### config.mk
export PLATFORM = sky130hd
export DESIGN_NAME = tic_top
export DESIGN_NICKNAME = d
export VERILOG_FILES = /design/src/common/tic_pkg.sv /design/src/rtl/tic_top.sv /design/src/rtl/tic_prescaler.sv
export VERILOG_INCLUDE_DIRS = /design/src /design/src/common
export SDC_FILE = /design/constraint.sdc
export NUM_CORES = 1
export LEC_CHECK = 0
export BUFFER_PORTS_ARGS = -buffer_cell sky130_fd_sc_hd__buf_2
export CAP_MARGIN = 10
export CORE_MARGIN = 2
export CORE_UTILIZATION = 45
export DETAILED_ROUTE_END_ITERATION = 6
export PLACE_DENSITY = 0.67
export SLEW_MARGIN = 20
export SYNTH_ARGS = -nofsm -noshare
export SYNTH_HDL_FRONTEND = slang
export SYNTH_SLANG_ARGS = --single-unit
### constraint.sdc
create_clock -name pclk -period 4.4 [get_ports pclk]
set_input_delay 0.88 -clock pclk [delete_from_list [all_inputs] [get_ports pclk]]
set_output_delay 0.88 -clock pclk [all_outputs]
set_load 0.02 [all_outputs]
### src/common/tic_params.svh
`ifndef TIC_PARAMS_SVH
`define TIC_PARAMS_SVH

// ****************************************
// Clock and timing
// ****************************************
`define TIC_CLK_PERIOD_NS  100
`define TIC_HALF_TICK_NS   122070
`define TIC_HALF_TICK_CYC  (`TIC_HALF_TICK_NS / `TIC_CLK_PERIOD_NS)
`define TIC_SUB_64_LAST    7'h7F
`define TIC_SUB_SEC_LAST   13'h1FFF
`define TIC_MIN_LAST       6'h3B

// ****************************************
// Register indices, byte address is index times four
// ****************************************
`define TIC_IDX_CTRL_STAT  8'h01
`define TIC_IDX_TIMER_CTRL 8'h0E
`define TIC_IDX_PRESET     8'h0F
`define TIC_IDX_IRQ_STAT   8'h10
`define TIC_IDX_IRQ_MASK   8'h11

// ****************************************
// Field positions
// ****************************************
`define TIC_CS_IRQ_EN      0
`define TIC_CS_FLAG        2
`define TIC_CS_REPEAT      4
`define TIC_TC_RUN         7
`define TIC_TC_SRC_LSB     0
`define TIC_IS_TIMER       0
`define TIC_IS_RELEASE     1
`define TIC_IS_PIN         7

// ****************************************
// Reset values and counts
// ****************************************
`define TIC_RST_BYTE       8'h00
`define TIC_RST_WORD       32'h0000_0000
`define TIC_CNT_LAST       8'h01
`define TIC_CNT_ZERO       8'h00
`define TIC_RTN_FAST_SHORT 8'h01
`define TIC_RTN_FAST       8'h02
`define TIC_RTN_MID_SHORT  8'h40
`define TIC_RTN_LONG       8'h80

`endif

### src/common/tic_pkg.sv
package tic_pkg;

  typedef enum logic {
    tic_level  = 1'b0,
    tic_repeat = 1'b1
  } tic_mode_e;

  typedef enum logic [1:0] {
    tic_src_4096 = 2'b00,
    tic_src_64   = 2'b01,
    tic_src_sec  = 2'b10,
    tic_src_min  = 2'b11
  } tic_src_e;

  typedef struct packed {
    logic half;
    logic t4096;
    logic t64;
    logic t1;
    logic t60;
  } tic_ticks_s;

  typedef struct packed {
    logic [7:0]  addr;
    logic        write;
    logic [31:0] wdata;
  } tic_apb_req_s;

endpackage

### src/rtl/tic_top.sv
`timescale 1ns/1ps
`include "tic_params.svh"

// Notes on behaviour
// [RULE1] Run enable at 0 stops the timer, at 1 runs it; readable and writable.
// [RULE2] Each timer event sets the event flag, held until software clears it.
// [RULE3] Writing 0 to the event flag clears it and arms it again.
// [RULE4] Writing 1 to the event flag changes nothing.
// [RULE5] Clearing the flag does not stop counting while run enable is 1.
// [RULE6] Level mode: clearing the flag releases the interrupt pin.
// [RULE7] Level mode: next 01h to 00h step sets flag again, pin low.
// [RULE8] Reading the flag returns 1 while an uncleared event stands.
// [RULE9] With interrupt enable 1, an event pulls the pin low.
// [RULE10] With interrupt enable 0 the pin is released and stays released.
// [RULE11] Level mode: enabling while the flag stands pulls the pin low at once.
// [RULE12] An event happens when the running counter steps from 01h to 00h.
// [RULE13] Mode select 0 is level mode, 1 is repeated mode.
// [RULE14] Repeated mode: pin low only for the auto release time per event.
// [RULE15] Interrupt pin is active low open drain, released when idle.

module tic_top #(
  parameter int HALF_CYC = `TIC_HALF_TICK_CYC
) (
  input  wire logic        pclk,
  input  wire logic        presetn,
  input  wire logic        psel,
  input  wire logic        penable,
  input  wire logic        pwrite,
  input  wire logic [7:0]  paddr,
  input  wire logic [31:0] pwdata,
  output logic      [31:0] prdata,
  output logic             pready,
  output logic             pslverr,
  output logic             irq,
  input  wire logic        tirq_n_i,
  output logic             tirq_n_o,
  output logic             tirq_n_oe_n
);

  // ****************************************
  // Helpers
  // ****************************************
  function automatic logic [7:0] byte_addr(input logic [7:0] idx);
    byte_addr = {idx[5:0], 2'b00};
  endfunction

  // Auto release length in half ticks of the 4096 Hz source
  function automatic logic [7:0] rtn_len(input tic_pkg::tic_src_e src,
                                         input logic [7:0] preset);
    case (src)
      tic_pkg::tic_src_4096:
        rtn_len = (preset == `TIC_CNT_LAST) ? `TIC_RTN_FAST_SHORT : `TIC_RTN_FAST;
      tic_pkg::tic_src_64:
        rtn_len = (preset == `TIC_CNT_LAST) ? `TIC_RTN_MID_SHORT : `TIC_RTN_LONG;
      default:
        rtn_len = `TIC_RTN_LONG;
    endcase
  endfunction

  // ****************************************
  // State
  // ****************************************
  logic                run_r;
  tic_pkg::tic_src_e   src_r;
  logic [7:0]          preset_r;
  logic [7:0]          cnt_r;
  logic                flag_r;
  logic                irq_en_r;
  tic_pkg::tic_mode_e  mode_r;
  logic [7:0]          rtn_r;
  logic [1:0]          stat_r;
  logic [1:0]          mask_r;
  logic                pin_lvl_r;
  tic_pkg::tic_ticks_s ticks;

  tic_prescaler #(
    .HALF_CYC (HALF_CYC)
  ) u_pre (
    .pclk    (pclk),
    .presetn (presetn),
    .ticks   (ticks)
  );

  // ****************************************
  // APB decode
  // ****************************************
  tic_pkg::tic_apb_req_s req;
  assign req = '{addr: paddr, write: pwrite, wdata: pwdata};

  wire setup_w  = psel & ~penable;
  wire access_w = psel & penable & pready;
  wire hit_cs   = req.addr == byte_addr(`TIC_IDX_CTRL_STAT);
  wire hit_tc   = req.addr == byte_addr(`TIC_IDX_TIMER_CTRL);
  wire hit_pr   = req.addr == byte_addr(`TIC_IDX_PRESET);
  wire hit_is   = req.addr == byte_addr(`TIC_IDX_IRQ_STAT);
  wire hit_im   = req.addr == byte_addr(`TIC_IDX_IRQ_MASK);
  wire hit_any  = hit_cs | hit_tc | hit_pr | hit_is | hit_im;
  wire wr_w     = access_w & req.write & ~pslverr;
  wire wr_cs    = wr_w & hit_cs;
  wire wr_tc    = wr_w & hit_tc;
  wire wr_pr    = wr_w & hit_pr;
  wire wr_is    = wr_w & hit_is;
  wire wr_im    = wr_w & hit_im;
  wire clr_flag = wr_cs & ~req.wdata[`TIC_CS_FLAG]; // [RULE3] [RULE4]

  wire [7:0] rd_cs = 8'(
    ({7'h00, flag_r} << `TIC_CS_FLAG) |
    ({7'h00, irq_en_r} << `TIC_CS_IRQ_EN) |
    ({7'h00, mode_r == tic_pkg::tic_repeat} << `TIC_CS_REPEAT)); // [RULE8]
  wire [7:0] rd_tc = 8'(({7'h00, run_r} << `TIC_TC_RUN) |
    ({6'h00, src_r} << `TIC_TC_SRC_LSB)); // [RULE1]
  // Counter is shown while running; a mid-step read may need a second read
  wire [7:0] rd_pr = run_r ? cnt_r : preset_r;
  wire [7:0] rd_is = 8'({pin_lvl_r, 5'h00, stat_r});
  wire [7:0] rd_im = {6'h00, mask_r};
  wire [7:0] rd_val = hit_cs ? rd_cs : hit_tc ? rd_tc : hit_pr ? rd_pr :
                      hit_is ? rd_is : hit_im ? rd_im : 8'h00;

  // ****************************************
  // Countdown and event
  // ****************************************
  wire src_tick = (src_r == tic_pkg::tic_src_4096) ? ticks.t4096 :
                  (src_r == tic_pkg::tic_src_64)   ? ticks.t64 :
                  (src_r == tic_pkg::tic_src_sec)  ? ticks.t1 : ticks.t60;
  wire step_w   = run_r & src_tick; // [RULE1]
  wire evt_w    = step_w & (cnt_r == `TIC_CNT_LAST); // [RULE12] [RULE7]

  wire [7:0] cnt_nxt = !run_r ? preset_r :
                       evt_w ? preset_r :
                       (step_w && cnt_r != `TIC_CNT_ZERO) ? cnt_r - 8'h01 : cnt_r; // [RULE5]

  // ****************************************
  // Control bits and flag
  // ****************************************
  // An event in the clearing cycle wins so it is never lost
  wire flag_nxt = evt_w | (flag_r & ~clr_flag); // [RULE2] [RULE3] [RULE4]
  wire irq_en_nxt = wr_cs ? req.wdata[`TIC_CS_IRQ_EN] : irq_en_r;
  wire mode_bit   = wr_cs ? req.wdata[`TIC_CS_REPEAT] : (mode_r == tic_pkg::tic_repeat);
  tic_pkg::tic_mode_e mode_nxt;
  assign mode_nxt = mode_bit ? tic_pkg::tic_repeat : tic_pkg::tic_level; // [RULE13]
  wire run_nxt = wr_tc ? req.wdata[`TIC_TC_RUN] : run_r;
  tic_pkg::tic_src_e src_nxt;
  assign src_nxt = wr_tc ? tic_pkg::tic_src_e'(req.wdata[`TIC_TC_SRC_LSB +: 2]) : src_r;
  wire [7:0] preset_nxt = wr_pr ? req.wdata[7:0] : preset_r;

  // ****************************************
  // Interrupt pin
  // ****************************************
  // Repeated mode pulse; a new event restarts it, a flag clear does not cut it
  wire [7:0] rtn_nxt =
    (mode_nxt != tic_pkg::tic_repeat) ? `TIC_CNT_ZERO :
    (evt_w && irq_en_nxt) ? rtn_len(src_r, preset_r) :
    (ticks.half && rtn_r != `TIC_CNT_ZERO) ? rtn_r - 8'h01 : rtn_r; // [RULE14]
  wire rel_evt = ticks.half & (rtn_r == `TIC_RTN_FAST_SHORT) & ~(evt_w & irq_en_nxt);

  // Pin follows the next register values so it moves on the same edge
  wire drive_nxt = irq_en_nxt & ((mode_nxt == tic_pkg::tic_level) ? flag_nxt :
                                 (rtn_nxt != `TIC_CNT_ZERO)); // [RULE6] [RULE9] [RULE10] [RULE11]

  // ****************************************
  // Sticky status, set wins over write one to clear
  // ****************************************
  wire [1:0] evt_vec = {rel_evt, evt_w};
  wire [1:0] w1c     = wr_is ? req.wdata[1:0] : 2'b00;
  wire [1:0] stat_nxt = (stat_r & ~w1c) | evt_vec;
  wire [1:0] mask_nxt = wr_im ? req.wdata[1:0] : mask_r;

  // ****************************************
  // Registers
  // ****************************************
  always_ff @(posedge pclk or negedge presetn) begin
    if (!presetn) begin
      run_r    <= 1'b0;
      src_r    <= tic_pkg::tic_src_4096;
      preset_r <= `TIC_RST_BYTE;
      cnt_r    <= `TIC_RST_BYTE;
      flag_r   <= 1'b0;
      irq_en_r <= 1'b0;
      mode_r   <= tic_pkg::tic_level;
      rtn_r    <= `TIC_RST_BYTE;
    end else begin
      run_r    <= run_nxt;
      src_r    <= src_nxt;
      preset_r <= preset_nxt;
      cnt_r    <= cnt_nxt;
      flag_r   <= flag_nxt;
      irq_en_r <= irq_en_nxt;
      mode_r   <= mode_nxt;
      rtn_r    <= rtn_nxt;
    end
  end

  always_ff @(posedge pclk or negedge presetn) begin
    if (!presetn) begin
      stat_r      <= 2'b00;
      mask_r      <= 2'b00;
      irq         <= 1'b0;
      pin_lvl_r   <= 1'b1;
      tirq_n_o    <= 1'b0;
      tirq_n_oe_n <= 1'b1;
    end else begin
      stat_r      <= stat_nxt;
      mask_r      <= mask_nxt;
      irq         <= |(stat_nxt & mask_nxt);
      pin_lvl_r   <= tirq_n_i;
      tirq_n_o    <= 1'b0; // [RULE15]
      tirq_n_oe_n <= ~drive_nxt; // [RULE15]
    end
  end

  // Zero wait after setup: read data is taken in the setup cycle
  always_ff @(posedge pclk or negedge presetn) begin
    if (!presetn) begin
      pready  <= 1'b0;
      pslverr <= 1'b0;
      prdata  <= `TIC_RST_WORD;
    end else begin
      pready  <= setup_w;
      pslverr <= setup_w & (~hit_any | (paddr[1:0] != 2'b00));
      if (setup_w) prdata <= {24'h000000, rd_val};
    end
  end

  // ****************************************
  // Assertions
  // ****************************************
  property p_stop_no_event; // [RULE1]
    @(posedge pclk) disable iff (!presetn)
      !run_r |-> !evt_w ##1 (cnt_r == $past(preset_r));
  endproperty
  a_stop_no_event: assert property (p_stop_no_event) // [RULE1]
    else $error("event while stopped");

  property p_event_sets_flag; // [RULE2]
    @(posedge pclk) disable iff (!presetn)
      evt_w |=> flag_r;
  endproperty
  a_event_sets_flag: assert property (p_event_sets_flag) // [RULE2]
    else $error("flag not set");

  property p_flag_holds; // [RULE8]
    @(posedge pclk) disable iff (!presetn)
      (flag_r && !clr_flag) |=> flag_r;
  endproperty
  a_flag_holds: assert property (p_flag_holds) // [RULE8]
    else $error("flag lost");

  property p_clear_flag; // [RULE3]
    @(posedge pclk) disable iff (!presetn)
      (clr_flag && !evt_w) |=> !flag_r;
  endproperty
  a_clear_flag: assert property (p_clear_flag) // [RULE3]
    else $error("flag not cleared");

  property p_write_one; // [RULE4]
    @(posedge pclk) disable iff (!presetn)
      (wr_cs && req.wdata[`TIC_CS_FLAG] && !evt_w) |=> flag_r == $past(flag_r);
  endproperty
  a_write_one: assert property (p_write_one) // [RULE4]
    else $error("write one changed flag");

  property p_clear_keeps_run; // [RULE5]
    @(posedge pclk) disable iff (!presetn)
      (clr_flag && run_r && !wr_tc) |=> run_r;
  endproperty
  a_clear_keeps_run: assert property (p_clear_keeps_run) // [RULE5]
    else $error("clear stopped timer");

  property p_level_pin; // [RULE6]
    @(posedge pclk) disable iff (!presetn)
      (mode_r == tic_pkg::tic_level) |-> (tirq_n_oe_n == !(flag_r && irq_en_r));
  endproperty
  a_level_pin: assert property (p_level_pin) // [RULE6]
    else $error("level pin mismatch");

  property p_event_drives; // [RULE9]
    @(posedge pclk) disable iff (!presetn)
      (evt_w && irq_en_r && !wr_cs) |=> !tirq_n_oe_n && flag_r;
  endproperty
  a_event_drives: assert property (p_event_drives) // [RULE9]
    else $error("event did not drive pin");

  property p_disabled_released; // [RULE10]
    @(posedge pclk) disable iff (!presetn)
      !irq_en_r |-> tirq_n_oe_n;
  endproperty
  a_disabled_released: assert property (p_disabled_released) // [RULE10]
    else $error("pin driven");

  property p_enable_rise; // [RULE11]
    @(posedge pclk) disable iff (!presetn)
      ($rose(irq_en_r) && flag_r && mode_r == tic_pkg::tic_level) |-> !tirq_n_oe_n;
  endproperty
  a_enable_rise: assert property (p_enable_rise) // [RULE11]
    else $error("enable rise not immediate");

  property p_event_at_one; // [RULE12]
    @(posedge pclk) disable iff (!presetn)
      (step_w && cnt_r == `TIC_CNT_LAST) |-> evt_w ##1 (cnt_r == $past(preset_r));
  endproperty
  a_event_at_one: assert property (p_event_at_one) // [RULE12]
    else $error("no event at 01h");

  property p_repeat_pin; // [RULE14]
    @(posedge pclk) disable iff (!presetn)
      (mode_r == tic_pkg::tic_repeat) |-> (tirq_n_oe_n == !(irq_en_r && rtn_r != 8'h00));
  endproperty
  a_repeat_pin: assert property (p_repeat_pin) // [RULE14]
    else $error("repeat pin mismatch");

  property p_pin_low_only; // [RULE15]
    @(posedge pclk) disable iff (!presetn)
      !tirq_n_o;
  endproperty
  a_pin_low_only: assert property (p_pin_low_only) // [RULE15]
    else $error("pin driven high");

  property p_mode_select; // [RULE13]
    @(posedge pclk) disable iff (!presetn)
      wr_cs |=> (mode_r == tic_pkg::tic_repeat) == $past(req.wdata[`TIC_CS_REPEAT]);
  endproperty
  a_mode_select: assert property (p_mode_select) // [RULE13]
    else $error("mode select not applied");

  property p_level_rearm; // [RULE7]
    @(posedge pclk) disable iff (!presetn)
      (evt_w && !flag_r && irq_en_r && mode_r == tic_pkg::tic_level && !wr_cs) |=>
        (flag_r && !tirq_n_oe_n);
  endproperty
  a_level_rearm: assert property (p_level_rearm) // [RULE7]
    else $error("cleared flag not set again");

  property p_auto_release; // [RULE14]
    @(posedge pclk) disable iff (!presetn)
      (mode_r == tic_pkg::tic_repeat && !wr_cs && !evt_w && ticks.half &&
       rtn_r == `TIC_RTN_FAST_SHORT) |=> tirq_n_oe_n;
  endproperty
  a_auto_release: assert property (p_auto_release) // [RULE14]
    else $error("pulse did not end by itself");

  property p_read_flag; // [RULE8]
    @(posedge pclk) disable iff (!presetn)
      (setup_w && hit_cs) |=> (prdata[`TIC_CS_FLAG] == $past(flag_r));
  endproperty
  a_read_flag: assert property (p_read_flag) // [RULE8]
    else $error("flag read back wrong");

  property p_run_write; // [RULE1]
    @(posedge pclk) disable iff (!presetn)
      wr_tc |=> (run_r == $past(req.wdata[`TIC_TC_RUN]));
  endproperty
  a_run_write: assert property (p_run_write) // [RULE1]
    else $error("run enable not written");

endmodule

### src/rtl/tic_prescaler.sv
`timescale 1ns/1ps
`include "tic_params.svh"

module tic_prescaler #(
  parameter int HALF_CYC = `TIC_HALF_TICK_CYC
) (
  input  wire logic               pclk,
  input  wire logic               presetn,
  output tic_pkg::tic_ticks_s     ticks
);

  // ****************************************
  // Elaboration check
  // ****************************************
  generate
    if (HALF_CYC < 1 || HALF_CYC > 65535) begin : g_bad
      $error("tic_prescaler: HALF_CYC out of range");
    end
  endgenerate

  logic [15:0] pre_r;
  logic [12:0] sub_r;
  logic [5:0]  min_r;

  wire half_w = (pre_r == 16'(HALF_CYC - 1));
  wire sec_w  = half_w & (sub_r == `TIC_SUB_SEC_LAST);

  // Free running so that the seconds and minutes sources share one time base
  always_ff @(posedge pclk or negedge presetn) begin
    if (!presetn) begin
      pre_r <= 16'h0000;
      sub_r <= 13'h0000;
      min_r <= 6'h00;
    end else begin
      pre_r <= half_w ? 16'h0000 : pre_r + 16'h0001;
      if (half_w) sub_r <= sub_r + 13'h0001;
      if (sec_w) min_r <= (min_r == `TIC_MIN_LAST) ? 6'h00 : min_r + 6'h01;
    end
  end

  assign ticks.half  = half_w;
  assign ticks.t4096 = half_w & sub_r[0];
  assign ticks.t64   = half_w & (sub_r[6:0] == `TIC_SUB_64_LAST);
  assign ticks.t1    = sec_w;
  assign ticks.t60   = sec_w & (min_r == `TIC_MIN_LAST);

endmodule

==> qor.yml, run 1 <==
status: "finished, final reports clean"
cp.required_ns: 4.61
max_freq_mhz: 334
routed_wl_mm: 8.45
post-dp-hpwl_mm: 6.22
initial_utilization_pct: 46.0
cp_top_family: "simple AND/OR/NAND/NOR gates"
startpoint_type: "register"
drt-initial-drc-count: 140
min_to: "u_pre.sub_r[11]$_DFFE_PN0N_"
synthArstFlopShare_pct: 100
viasPerCell: 5.14
ant_nets: 0
numCtsBuffers: 9
grtUsageTotal_pct: 17.0
power.density_nw_per_um2: 291
finalWeightedCongestion: 0.819
slew_violations: 0
vias: 3109
yosysTopAreaCellShare_pct: 45.0
hold_path_class: "reg2reg"
grt_pass1_vias: 3069
cts_tree: "yes"
skew_ns: 0.00877
drt-pass1-iter-count: 4
h-tree-depth: 3
fin_cells: 605
core_region_area_um2: 9680
finalCritPeriodShare_pct: 68.1
antenna_found_initial: 0
cp_num_buf_inv: 0
synthCells: 434
clkLatencyLatePin_ns: 0.34
cpPeakStageDelay_ns: 0.50
avgRoutedWirePerCell_um: 14.0
rows: 36
grt_setup_unrepaired: "no"
holdPathStages: 1
die_x_um: 103
ys_top_cells_by_area: "dfrtp_1, xnor2_1, buf_4"
die_y_um: 103
syn_avg_cell_area_um2: 10.3
hold_path.startpoint: "u_pre.sub_r[11]$_DFFE_PN0N_"
drive_gt1_share_pct: 18.9
critical_path.cell_chain: "ha_1 -> nor4b_4 -> nand4_2 -> o31ai_1 -> nand4_1 -> nor3_1 -> xnor2_1 -> o21ai_1"
setup_viol: 0
rr_startpoint: "u_pre.pre_r[0]$_DFF_PN0_"
hold_buffers: 0
grt_max_degree: 83
end_kind: "register"
reg2reg_slack_ns: 1.40
cp.arrival_ns: 3.21
clkTransAtPathRegs_ns: 0.08
synth_top_area_cell: "dfrtp_1"
synth-seq-cells: 82
ys.flop_type: "dfrtp_1"
synth_area_um2: 4450
post-cts-setup-buffer-count: 0
cts_resized: 0
fin_setup_tns_ns: 0
worst_r2r_path_depth: 8
worst_pin_slew_ns: 0.810
hold_violations: 0
io_pins: 83
overflow: 0
area_growth_syn_to_layout_pct: 8.99
ys_warn_count: 0
period_needed_ns: 3.00
layout_common_cells: "dfrtp_1, nand2_1, nor2_1, buf_2, xnor2_1"
peakVddDrop_mv: 0.175
root_buffer: "clkbuf_8"
cts.sinks: 82
cp_slowest_cell: "o31ai_1"
worstSetupPathType: "reg2reg"
route.detailed.drc: 0
r2r_end: "cnt_r[7]$_DFFE_PN0P_"
synth_cell_types: 65
p_leak_uw: 0.00223
clk_path_buf_depth: 2
diodes: 0
die-area_um2: 10700
grt_pass1_wl_mm: 14.3
synth_edf_count: 0
ys_seq_area_share_pct: 46.1
slew_headroom_pct: 45.8
final_common_cell: "dfrtp_1"
cap_violations: 0
worst-path-max-fanout: 11
nNetsFinal: 521
post-place-cells: 589
port_buffers: 33
## metrics by stage
| stage | cell area [µm²] | utilization (%) | worst slack (ns) | total power, µW | hold slack [ns] |
|---|---|---|---|---|---|
| after floorplan | 4540 | - | 1.72 | 835 | 0.442 |
| after global placement | 4630 | 47.8 | 1.20 | 852 | 0.456 |
| after detailed placement | 4630 | 47.8 | 1.17 | 854 | 0.460 |
| after CTS | 4850 | 50.1 | 1.38 | 1440 | 0.477 |
| after global routing | 4850 | 50.1 | 1.14 | 1470 | 0.495 |
| final | 4850 | 50.1 | 1.40 | 1410 | 0.475 |
## worst reg2reg max path: cells and delay by family, from the launching register on
| family | cells | cell delay, ns |
|---|---|---|
| compound gates | 2 | 0.57 |
| simple gates | 4 | 1.50 |
| xor+xnor | 1 | 0.15 |
| flops | 1 | 0.39 |
| fa+ha+maj | 1 | 0.25 |
## synth_stat cells (all sizes together) (2+ instances only)
master and instances:
a211oi 2, a21o 2, a21oi 6, a221oi 2, a31oi 3, and2 5
and3 5, and4 2, buf 32, clkbuf 4, dfrtp 80, dfstp 2
ha 8, inv 14, mux2 18, mux2i 7, nand2 46, nand2b 5
nand3 16, nand4 12, nor2 33, nor2b 5, nor3 17, nor3b 2
nor4 6, nor4b 5, o211ai 2, o21ai 21, o31ai 6, or2 6
or3 2, or4 5, xnor2 31, xor2 8
## power breakdown
group	switching, µW	internal [µW]
registers	3.65	760
logic	57.0	17.4
clock network	250	325
## worst max path at each step
stage,slack (ns),start,endpoint,cells past startpoint
after floorplan,1.72,paddr[2],rtn_r[6]$_DFF_PN0_,8
after global placement,1.20,paddr[3],rtn_r[6]$_DFF_PN0_,8
after detailed placement,1.17,paddr[3],rtn_r[6]$_DFF_PN0_,8
after CTS,1.38,u_pre.pre_r[0]$_DFF_PN0_,cnt_r[7]$_DFFE_PN0P_,8
after global routing,1.14,u_pre.pre_r[0]$_DFF_PN0_,cnt_r[7]$_DFFE_PN0P_,8
final,1.40,u_pre.pre_r[0]$_DFF_PN0_,cnt_r[7]$_DFFE_PN0P_,8
## cells by family (layout without fill, tap and decap cells)
family          after synthesis  in the layout  synth area share, %
simple gates                174            174                 21.9
flops                        82             82                 46.1
compound gates               54             54                 8.60
buf+inv                      51             65                 6.91
xor+xnor                     39             39                 7.67
mux                          25             25                 6.41
fa+ha+maj                     8              8                 2.25
other cells                   1             25               0.0842
## sequential cells by signal, indices dropped and copies added, names as in the netlist, 2 cells and up
signal / flops
prdata: 8
preset_r: 8
u_pre.pre_r: 16
stat_r: 2
u_pre.min_r: 6
mask_r: 2
cnt_r: 8
u_pre.sub_r: 13
rtn_r: 8
src_r: 2
## metal layers
layer  up-vias  track usage, %  part of all wire, %
li1       1536               -                    -
met5         -               0                    0
met2        51            29.4                   50
met1      1508            21.6                   45
met4         0            5.06                  1.4
met3        14            3.36                  3.2
## cell type report
| cell class | instances | area, µm² |
|---|---|---|
| multi-input combinational | 325 | 2180 |
| timing repair buffer | 34 | 179 |
| sequential | 82 | 2050 |
| clock buffer | 15 | 186 |
| tap | 133 | 166 |
| clock inverter | 1 | 30.0 |
| fill | 906 | 4830 |
| inverter | 15 | 56.3 |
(Power assumes the default switching activity.)
==> run 2, diff against run 1 <==
- clock period: 4.4 -> 3.1 ns (I/O delays scaled with it)
==> qor.yml, run 2 (synthesis results as in run 1) <==
cp.arrival_ns: 2.90
clkLatencyLatePin_ns: 0.36
slew_headroom_pct: 50.7
end_kind: "register"
die_x_um: 103
core_region_area_um2: 9680
grt_max_degree: 83
worstSetupPathType: "reg2reg"
avgRoutedWirePerCell_um: 14.0
rows: 36
reg2reg_slack_ns: 0.47
num-fill-cells: 880
grt_setup_unrepaired: "no"
antenna_found_initial: 0
critical_path.cell_chain: "ha_1 -> nor4b_4 -> nand4_2 -> o41ai_4 -> nand2_2 -> nor3_4 -> buf_4 -> nand3_1 -> a21oi_1"
hold_path_class: "in2async"
numCtsBuffers: 9
pre_cts_slack_ns: 0.366
drt-initial-drc-count: 90
cap_violations: 0
clkTransAtPathRegs_ns: 0.08
skew_ns: 0.0104
status: "finished, final reports clean"
grt_pass1_vias: 3015
drt-pass1-iter-count: 4
grtUsageTotal_pct: 17.6
p_leak_uw: 0.00229
clk_path_buf_depth: 2
worst-path-max-fanout: 11
cts_resized: 0
power.density_nw_per_um2: 434
reg_top3: "u_pre.pre_r: 16 flops, u_pre.sub_r: 13 flops"
regArea_um2: 2050
period_needed_ns: 2.63
cpPeakStageDelay_ns: 0.46
cp.required_ns: 3.37
crit_start: "u_pre.pre_r[0]$_DFF_PN0_"
finalWeightedCongestion: 0.822
root_buffer: "clkbuf_8"
final_common_cell: "dfrtp_1"
layout_common_cells: "dfrtp_1, nand2_1, nor2_1, buf_2, xnor2_1"
nNetsFinal: 529
grtUsageMet3_pct: 4.91
rr_startpoint: "u_pre.pre_r[0]$_DFF_PN0_"
route.detailed.drc: 0
use_met1_pct: 23.2
grt_pass1_wl_mm: 14.6
fin_setup_tns_ns: 0
post-dp-hpwl_mm: 6.24
area_growth_syn_to_layout_pct: 11.1
initial_utilization_pct: 46.0
grt-busiest-layer: "met2"
routed_wl_mm: 8.59
diodes: 0
multi_input_area_um2: 2180
viasPerCell: 5.13
startpoint_type: "register"
regMostFlops: "u_pre.pre_r"
drive_gt1_share_pct: 20.6
vias: 3142
post-cts-setup-buffer-count: 0
slew_violations: 0
power.total_uw: 2150
setup_viol: 0
largest_reg_flops: 16
h-tree-depth: 3
ant_nets: 0
worst_pin_slew_ns: 0.740
finalCritPeriodShare_pct: 84.8
cp_slowest_cell: "o41ai_4"
die_y_um: 103
max_freq_mhz: 381
port_buffers: 33
peakVddDrop_mv: 0.319
cts.sinks: 82
hold_violations: 0
cts_tree: "yes"
whs_ns: 0.291
fin_ws_ns: 0.472
die-area_um2: 10700
grtUsageMet2_pct: 29.1
io_pins: 83
overflow: 0
hold_buffers: 0
==> run 2: layout make-up <==
class,instances,area share [%]
clock buffer,11,3.06
clock inverter,5,2.02
inverter,15,1.14
multi-input combinational,325,44.1
sequential,82,41.5
tap,133,3.36
timing repair buffer,42,4.83
==> run 2: worst paths after layout <==
check                                            to  cells after the start
hold / removal                 cnt_r[3]$_DFFE_PN0P_                      1
min in group pclk               pin_lvl_r$_DFF_PN1_                      1
max in group asynchronous  u_pre.pre_r[7]$_DFF_PN0_                      1
hold reg to reg               prdata[6]$_DFFE_PN0P_                      2
setup reg to reg                 rtn_r[0]$_DFF_PN0_                      9
setup / recovery                 rtn_r[0]$_DFF_PN0_                      9
==> run 2: per-stage QoR <==
step                cell area (µm²)  util (%)  cells
floorplan                      4540         -    458
global placement               4690      48.4    597
detailed placement             4690      48.4    597
CTS                            4940      51.0    613
global route                   4950      51.1    613
finish                         4950      51.1    613
==> run 2: worst max-delay path, delay by kind of cell (launching register included) <==
kind / cells / cell delay, ns
buffers and inverters: 1 / 0.22
adder cells (fa/ha/maj): 1 / 0.26
AO/OA/AOI/OAI: 2 / 0.64
AND/OR/NAND/NOR: 5 / 1.03
flip-flops: 1 / 0.39
==> run 2: per-layer routing <==
layer	up-vias	part of all wire, %
met5	-	0
met4	0	1.1
met3	9	3.5
met2	51	48
met1	1529	47
li1	1553	-
==> run 2: report_power, final <==
group          total (µW)  internal [µW]  switching (µW)
Sequential           1080           1080            4.96
Combinational         107           25.3            81.5
Clock                 956            576             379
